--- config.mk ---
export PLATFORM = sky130hd
export DESIGN_NAME = fsp_host
export DESIGN_NICKNAME = d
export VERILOG_FILES = /design/src/design/fsp_pkg.sv /design/src/design/fsp_cycle.sv /design/src/design/fsp_host.sv
export SDC_FILE = /design/constraint.sdc
export NUM_CORES = 1
export LEC_CHECK = 0
export BUFFER_PORTS_ARGS = -buffer_cell sky130_fd_sc_hd__buf_4
export CORE_MARGIN = 4
export CORE_UTILIZATION = 30
export CTS_CLUSTER_DIAMETER = 60
export DETAILED_ROUTE_END_ITERATION = 8
export GPL_ROUTABILITY_DRIVEN = 1
export HOLD_SLACK_MARGIN = 0.05
export MAX_ROUTING_LAYER = met4
export SETUP_SLACK_MARGIN = 0.1
export SYNTH_ARGS = -nofsm -noshare
export SYNTH_HDL_FRONTEND = slang
export SYNTH_SLANG_ARGS = --single-unit
--- constraint.sdc ---
create_clock -name core_clk -period 5.3 [get_ports core_clk]
set_input_delay 0.53 -clock core_clk [delete_from_list [all_inputs] [get_ports core_clk]]
set_output_delay 0.53 -clock core_clk [all_outputs]
set_load 0.005 [all_outputs]
--- src/design/fsp_pkg.sv ---
// Package for the flash protection host controller.
// Assumes a 200 MHz core clock and a parallel NOR flash on the far side.
`default_nettype none
package fsp_pkg;
	// ----------------------------------------
	// Geometry
	// ----------------------------------------
	localparam int ADDR_W        = 23;
	localparam int DATA_W        = 8;
	localparam int GROUP_LSB     = 18;
	localparam int GROUP_W       = 5;
	localparam int NUM_GROUPS    = 32;
	localparam int SECTORS_PER_G = 4;
	localparam int TOP_BIT       = 7;
	// ----------------------------------------
	// Codes read back by the verify cycle, command bytes and unlock addresses
	// ----------------------------------------
	localparam logic [7:0] VERIFY_PROT   = 8'h80;
	localparam logic [7:0] VERIFY_UNPROT = 8'h00;
	localparam logic [7:0] CMD_ENTER_1   = 8'hAA;
	localparam logic [7:0] CMD_ENTER_2   = 8'h55;
	localparam logic [7:0] CMD_ENTER_3   = 8'h88;
	localparam logic [7:0] CMD_EXIT_4    = 8'h00;
	localparam logic [7:0] CMD_EXIT_3    = 8'h90;
	localparam logic [22:0] UNLOCK_A1    = 23'h00_0AAA;
	localparam logic [22:0] UNLOCK_A2    = 23'h00_0555;
	// ----------------------------------------
	// Timing
	// ----------------------------------------
	localparam int CLK_PERIOD_PS  = 5000;
	localparam int GLITCH_NS      = 5;
	localparam int GLITCH_CYC_RAW = (GLITCH_NS * 1000 + CLK_PERIOD_PS - 1) / CLK_PERIOD_PS;
	localparam int STROBE_CYC     = (GLITCH_CYC_RAW < 1) ? 4 : GLITCH_CYC_RAW * 4;
	localparam logic [7:0] STROBE_CNT = 8'(STROBE_CYC);
	// ----------------------------------------
	// Commands from the user side
	// ----------------------------------------
	typedef enum logic [2:0] {
		FSP_OP_READ   = 3'h0,
		FSP_OP_WRITE  = 3'h1,
		FSP_OP_ENTER  = 3'h2,
		FSP_OP_EXIT   = 3'h3,
		FSP_OP_VERIFY = 3'h4
	} fsp_op_t;
	typedef struct packed {
		fsp_op_t           op;
		logic [ADDR_W-1:0] addr;
		logic [DATA_W-1:0] data;
	} fsp_req_t;
	typedef struct packed {
		logic [ADDR_W-1:0] addr;
		logic [DATA_W-1:0] dq_out;
		logic              dq_oe_n;
		logic              ce_n;
		logic              oe_n;
		logic              we_n;
	} fsp_bus_t;
endpackage : fsp_pkg
`default_nettype wire

--- src/design/fsp_cycle.sv ---
// One flash bus cycle: read or write strobe of fixed width.
// Assumes the caller holds addr and data stable while busy.
`default_nettype none
module fsp_cycle
	import fsp_pkg::*;
(
	// Clock and reset
	input  wire logic              core_clk,
	input  wire logic              rstn,
	// Request
	input  wire logic              start,
	input  wire logic              is_write,
	input  wire logic [ADDR_W-1:0] addr,
	input  wire logic [DATA_W-1:0] wdata,
	// Flash pins
	input  wire logic [DATA_W-1:0] dq_in,
	output fsp_pkg::fsp_bus_t      bus,
	// Status
	output logic                   busy,
	output logic                   done,
	output logic [DATA_W-1:0]      rdata
);
	import fsp_pkg::*;
	logic [7:0] cnt;
	wire        last = (cnt == 8'h01);
	always_ff @(posedge core_clk) begin
		if (!rstn) begin
			cnt   <= 8'h00;
			busy  <= 1'b0;
			done  <= 1'b0;
			rdata <= '0;
			bus   <= '{addr: '0, dq_out: '0, dq_oe_n: 1'b1, ce_n: 1'b1, oe_n: 1'b1, we_n: 1'b1};
		end else begin
			done <= 1'b0;
			if (start && !busy) begin
				busy        <= 1'b1;
				cnt         <= STROBE_CNT;
				bus.addr    <= addr;
				bus.dq_out  <= wdata;
				bus.dq_oe_n <= !is_write;
				bus.ce_n    <= 1'b0;
				// Strobe wide enough to clear the glitch filter
				bus.we_n    <= !is_write;
				bus.oe_n    <= is_write;
			end else if (busy) begin
				cnt <= cnt - 8'h01;
				if (last) begin
					busy        <= 1'b0;
					done        <= 1'b1;
					rdata       <= dq_in;
					bus.ce_n    <= 1'b1;
					bus.we_n    <= 1'b1;
					bus.oe_n    <= 1'b1;
					bus.dq_oe_n <= 1'b1;
				end
			end
		end
	end
endmodule // fsp_cycle
`default_nettype wire

--- src/design/fsp_host.sv ---
// Host-side controller for a NOR flash with group protection and a
// secured region; drives the flash pins and screens user requests.
// Assumes one user request at a time, held until accepted.
`default_nettype none
module fsp_host
	import fsp_pkg::*;
(
	// Clock and reset
	input  wire logic                  core_clk,
	input  wire logic                  rstn,
	// User request
	input  wire logic                  req_valid,
	input  wire fsp_pkg::fsp_req_t     req,
	output logic                       req_ready,
	// User answer
	output logic                       resp_valid,
	output logic [fsp_pkg::DATA_W-1:0] resp_data,
	output logic                       resp_refused,
	// Status
	input  wire logic                  temp_unprotect,
	input  wire logic                  supply_ok,
	output logic [31:0]                group_protected,
	output logic                       secured_region_mode,
	output logic                       secured_region_locked,
	// Flash pins
	input  wire logic [fsp_pkg::DATA_W-1:0] dq_in,
	output fsp_pkg::fsp_bus_t          flash_bus,
	output logic                       flash_reset_n
);
	import fsp_pkg::*;
	// ----------------------------------------
	// State
	// ----------------------------------------
	typedef enum logic [4:0] {
		FSP_IDLE  = 5'b00001,
		FSP_SEQ   = 5'b00010,
		FSP_WAIT  = 5'b00100,
		FSP_ANS   = 5'b01000,
		FSP_RESET = 5'b10000
	} fsp_state_t;
	fsp_state_t        state;
	fsp_req_t          cur;
	logic [1:0]        step;
	logic [1:0]        nsteps;
	logic              cyc_start;
	logic              cyc_write;
	logic [ADDR_W-1:0] cyc_addr;
	logic [DATA_W-1:0] cyc_data;
	logic              cyc_busy;
	logic              cyc_done;
	logic [DATA_W-1:0] cyc_rdata;
	logic              refused;
	fsp_bus_t          bus_i;
	// ----------------------------------------
	// Decode
	// ----------------------------------------
	wire [GROUP_W-1:0] req_group = req.addr[GROUP_LSB +: GROUP_W];
	wire               grp_prot  = group_protected[req_group] && !temp_unprotect;
	wire               sr_target = secured_region_mode && (req_group == '0);
	wire               sr_block  = sr_target && secured_region_locked;
	wire               is_wr     = (req.op == FSP_OP_WRITE);
	wire               refuse_now = is_wr && (grp_prot || sr_block || !supply_ok);
	wire               start_req = req_valid && req_ready;
	// Per-step address and data of the command sequences
	wire [2:0]  seq_op   = cur.op;
	wire [ADDR_W-1:0] seq_addr = (step == 2'd1) ? UNLOCK_A2 : UNLOCK_A1;
	wire [DATA_W-1:0] seq_data =
		(step == 2'd0) ? CMD_ENTER_1 :
		(step == 2'd1) ? CMD_ENTER_2 :
		(seq_op == FSP_OP_ENTER) ? CMD_ENTER_3 :
		(step == 2'd2) ? CMD_EXIT_3 : CMD_EXIT_4;
	wire        seq_cmd  = (seq_op == FSP_OP_ENTER) || (seq_op == FSP_OP_EXIT);
	wire        seq_last = (step == nsteps);
	// ----------------------------------------
	// Cycle request selection
	// ----------------------------------------
	// Bus cycles per request, minus one
	wire [1:0]        req_nsteps   = (req.op == FSP_OP_EXIT)  ? 2'd3 :
	                                 (req.op == FSP_OP_ENTER) ? 2'd2 : 2'd0;
	wire              cyc_is_wr    = seq_cmd || (cur.op == FSP_OP_WRITE);
	wire [ADDR_W-1:0] cyc_addr_sel = seq_cmd ? seq_addr : cur.addr;
	wire [DATA_W-1:0] cyc_data_sel = seq_cmd ? seq_data : cur.data;
	wire [DATA_W-1:0] ans_data     = refused ? '0 : cyc_rdata;
	// ----------------------------------------
	// Sequencer
	// ----------------------------------------
	always_ff @(posedge core_clk) begin
		if (!rstn) begin
			state         <= FSP_RESET;
			cur           <= '0;
			step          <= 2'd0;
			nsteps        <= 2'd0;
			req_ready     <= 1'b0;
			resp_valid    <= 1'b0;
			resp_data     <= '0;
			resp_refused  <= 1'b0;
			refused       <= 1'b0;
			cyc_start     <= 1'b0;
			cyc_write     <= 1'b0;
			cyc_addr      <= '0;
			cyc_data      <= '0;
			flash_reset_n <= 1'b0;
		end else begin
			cyc_start  <= 1'b0;
			resp_valid <= 1'b0;
			unique case (state)
				FSP_RESET: begin
					// Pulse flash reset: drops secured-region mode
					flash_reset_n <= 1'b1;
					req_ready     <= 1'b1;
					state         <= FSP_IDLE;
				end
				FSP_IDLE: begin
					if (start_req) begin
						req_ready <= 1'b0;
						cur       <= req;
						step      <= 2'd0;
						refused   <= refuse_now;
						nsteps    <= req_nsteps;
						state     <= refuse_now ? FSP_ANS : FSP_SEQ;
					end
				end
				FSP_SEQ: begin
					// Never restart a cycle that is still strobing
					if (!cyc_busy) begin
						cyc_start <= 1'b1;
						cyc_write <= cyc_is_wr;
						cyc_addr  <= cyc_addr_sel;
						cyc_data  <= cyc_data_sel;
						state     <= FSP_WAIT;
					end
				end
				FSP_WAIT: begin
					if (cyc_done) begin
						step  <= step + 2'd1;
						state <= seq_last ? FSP_ANS : FSP_SEQ;
					end
				end
				FSP_ANS: begin
					resp_valid   <= 1'b1;
					resp_refused <= refused;
					resp_data    <= ans_data;
					req_ready    <= 1'b1;
					state        <= FSP_IDLE;
				end
			endcase
		end
	end
	// ----------------------------------------
	// Protection and mode tracking
	// ----------------------------------------
	wire ans_ok    = (state == FSP_ANS) && !refused;
	wire vfy_done  = ans_ok && (cur.op == FSP_OP_VERIFY);
	wire vfy_prot  = (cyc_rdata == VERIFY_PROT);
	wire [GROUP_W-1:0] cur_group = cur.addr[GROUP_LSB +: GROUP_W];
	always_ff @(posedge core_clk) begin
		if (!rstn) begin
			secured_region_mode   <= 1'b0;
			secured_region_locked <= 1'b0;
		end else if (ans_ok) begin
			if (cur.op == FSP_OP_ENTER)
				secured_region_mode <= 1'b1;
			else if (cur.op == FSP_OP_EXIT)
				secured_region_mode <= 1'b0;
			if (vfy_done && secured_region_mode)
				secured_region_locked <= cyc_rdata[TOP_BIT] | secured_region_locked;
		end
	end
	// Mirror of the flash's flags, learnt by verify reads
	genvar g;
	for (g = 0; g < NUM_GROUPS; g++) begin : g_prot
		always_ff @(posedge core_clk) begin
			if (!rstn)
				group_protected[g] <= 1'b0;
			else if (vfy_done && !secured_region_mode && (cur_group == GROUP_W'(g)))
				group_protected[g] <= vfy_prot;
		end
	end
	// ----------------------------------------
	// Bus cycle engine
	// ----------------------------------------
	fsp_cycle u_cycle (
		.core_clk (core_clk),
		.rstn     (rstn),
		.start    (cyc_start),
		.is_write (cyc_write),
		.addr     (cyc_addr),
		.wdata    (cyc_data),
		.dq_in    (dq_in),
		.bus      (bus_i),
		.busy     (cyc_busy),
		.done     (cyc_done),
		.rdata    (cyc_rdata)
	);
	assign flash_bus = bus_i;
endmodule // fsp_host
`default_nettype wire

==> results.toml <==
[status]
outcome = "complete, no violations"

[worst_setup_path]
required_ns = 5.60
crit_family = "simple AND/OR/NAND/NOR gates"
critPathKind = "flip-flop to flip-flop"
cp_num_buf_inv = 0
cp-end-kind = "flip-flop"
worstPathMaxFanout = 12
worstPathCellList = "or4b_4 > nor2_1 > nor4b_1 > o211ai_1 > o21ai_0"
max_stage_delay_ns = 0.68
worst_path_max_delay_cell = "nor2_1"
worstSetupStartpointType = "flip-flop"
crit_arrival_ns = 2.58

[floorplan]
fp.coreArea_um2 = 23400
num_io_pins = 128
rows = 56
fp.dieW_um = 162
dieArea_um2 = 26300
start_util_pct = 30.5
die_h_um = 162

[power]
seq_power_share_pct = 48.7
p_clk_share_pct = 43.1
ir_drop_mv = 0.212
p_sw_uw = 766
internal_power_mw = 2.07
power_density_nw_per_um2 = 319
switching_share_pct = 27.0
power_leakage_nw = 3.31
combPwrFrac_pct = 8.2

[route]
via_count = 6178
drtIter0Drc = 350
dr.pass1.iters = 4
detail-route-antenna-nets = 0
drcViolationCount = 0
wire_per_inst_um = 15.4
post_drt_via_cell_ratio = 4.88
wirelength_mm = 19.5

[synthesis]
synthTopCellsByCount = "nand2_1, dfxtp_1, a21oi_1"
synth.most_common_cell = "nand2_1"
synth_cell_type_count = 52
syn_inst = 843
synth_fp_nets = 895
syn_avg_cell_area_um2 = 8.46
synth_flop_cell = "dfxtp_1"
synthArstFlopShare_pct = 0
synth_seq_cells = 175
synth_edf_count = 0
synth_area_um2 = 7130
yosysWarnings = 0
yosysSeqAreaShare_pct = 49.1
synth_top_area_share_pct = 49.1
synth_top_area_cell = "dfxtp_1"
synthTopCellsByArea = "dfxtp_1, nand2_1, a21oi_1"

[placed_design]
globalplace.congestion = 0.817
placed_cell_area_um2 = 8300
dp.final_hpwl_mm = 12.8
dp_cells = 1233
port_buffers = 127

[layout]
final_area_um2 = 8880
final_layout_size_suffix_gt1_share_pct = 19.5
post-route-util_pct = 37.9
final_cell_count_no_fill = 1265
fillers = 2466
n_antenna_cell = 0
nets = 985
syn_to_final_growth_pct = 24.4

[sta]
clock_skew_ns = 0.00949
max_slew_margin_pct = 36.1
hold_violations = 0
maxSlewViolCount = 0
rsz0062_at_grt = "no"
period_minus_slack_ns = 2.28
fin_crit_sh_pct = 43.0
hold_ws_ns = 0.337
max_freq_mhz = 439
tightest_slew_ns = 0.956
finalSetupViolCount = 0
fin_tns_setup_ns = 0

[clocking]
post_cts_buffers = 0
cts_buffer_depth = 2
cts_resized = 0
cts.sinks = 175
cts-root-buf = "clkbuf_16"
cts_tree = "yes"
clk_pin_slew_ns = 0.07
h-tree-depth = 4
cts_hold_buf = 0
insertion_delay_ns = 0.43
cts_buffers = 17

[grt]
antenna_found_initial = 0
gr-total-overflow = 0
grt_pass1_vias = 5968
grt_usage_pct = 15.3
grt_pass1_wl_mm = 31.3
grt_max_degree = 83

[worst_hold_path]
hold_class = "input pin to flip-flop"

[flow_run]
cap_violations = 0
-- cells in the final DEF (no fill, tap or decap), types with 9 or more instances in the layout --
cell type / count
nand3_1: 28
nor2_1: 54
buf_4: 135
nand3b_1: 10
inv_1: 10
o31ai_1: 28
nor3_1: 18
nand2_1: 188
dfxtp_1: 175
a211oi_1: 14
o211ai_1: 32
a21oi_1: 102
mux2i_1: 23
nand4_1: 9
clkbuf_16: 17
nor2b_1: 9
-- metrics by stage --
stage | setup slack (ns) | total power [mW]
after floorplan | 3.17 | 1.56
after global placement | 2.95 | 1.64
after detailed placement | 2.92 | 1.65
after CTS | 3.00 | 2.87
after global routing | 2.88 | 2.96
final | 3.02 | 2.83
-- per-layer routing --
layer,wire length (um),vias up,GRT usage [%]
met5,0,-,-
met4,297,0,4.42
met3,760,22,3.20
met2,9500,111,24.6
met1,8910,2921,19.6
li1,-,3124,-
-- cell families (layout without fill, tap and decap cells) --
group | count (synthesis) | count (layout) | synth area share (%)
compound gates | 195 | 195 | 17.0
xor+xnor | 8 | 8 | 0.982
fa+ha+maj | 5 | 5 | 0.877
buf+inv | 75 | 178 | 4.21
flops | 175 | 175 | 49.1
mux | 30 | 30 | 5.28
simple gates | 355 | 355 | 22.5
-- worst reg2reg max path, cell delays in order, from the launching register on --
cell      delay [ns]
dfxtp_1         0.48
or4b_4          0.54
nor2_1          0.68
nor4b_1         0.16
o211ai_1        0.20
o21ai_0         0.11
-- path summary, 6_finish.rpt --
| path | start | end | slack [ns] | cells past startpoint |
|---|---|---|---|---|
| worst max register to register | state[3] | state[3] | 3.02 | 5 |
| worst max-delay path | state[3] | state[3] | 3.02 | 5 |
| worst min register to register | cyc_addr[3] | u_cycle.bus[15] | 0.44 | 2 |
| worst min-delay path | dq_in[3] | u_cycle.rdata[3] | 0.34 | 3 |
-- power groups by stage --
stage	Sequential [mW]	Clock [mW]	Combinational (mW)
floorplan	1.40	0	0.159
global placement	1.41	0	0.234
detailed placement	1.41	0	0.235
CTS	1.38	1.25	0.236
global route	1.39	1.31	0.263
finish	1.38	1.22	0.232
-- final cells by class --
class	instances	area, um2	area share, %
Sequential cell	175	3500	39.5
Multi-Input combinational cell	593	3340	37.7
Timing Repair Buffer	135	1010	11.4
Clock buffer	17	425	4.79
Tap cell	319	399	4.50
Clock inverter	15	149	1.68
Inverter	11	43.8	0.493
-- registers in the layout, summed over array words and instances, names as in the netlist, 3 cells and up --
signal	flops
cur	31
cyc_addr	23
cyc_data	8
group_protected	32
resp_data	8
seq_op	3
state	5
u_cycle.bus	34
u_cycle.cnt	8
u_cycle.rdata	8
Power figures use the tool's default switching activity.
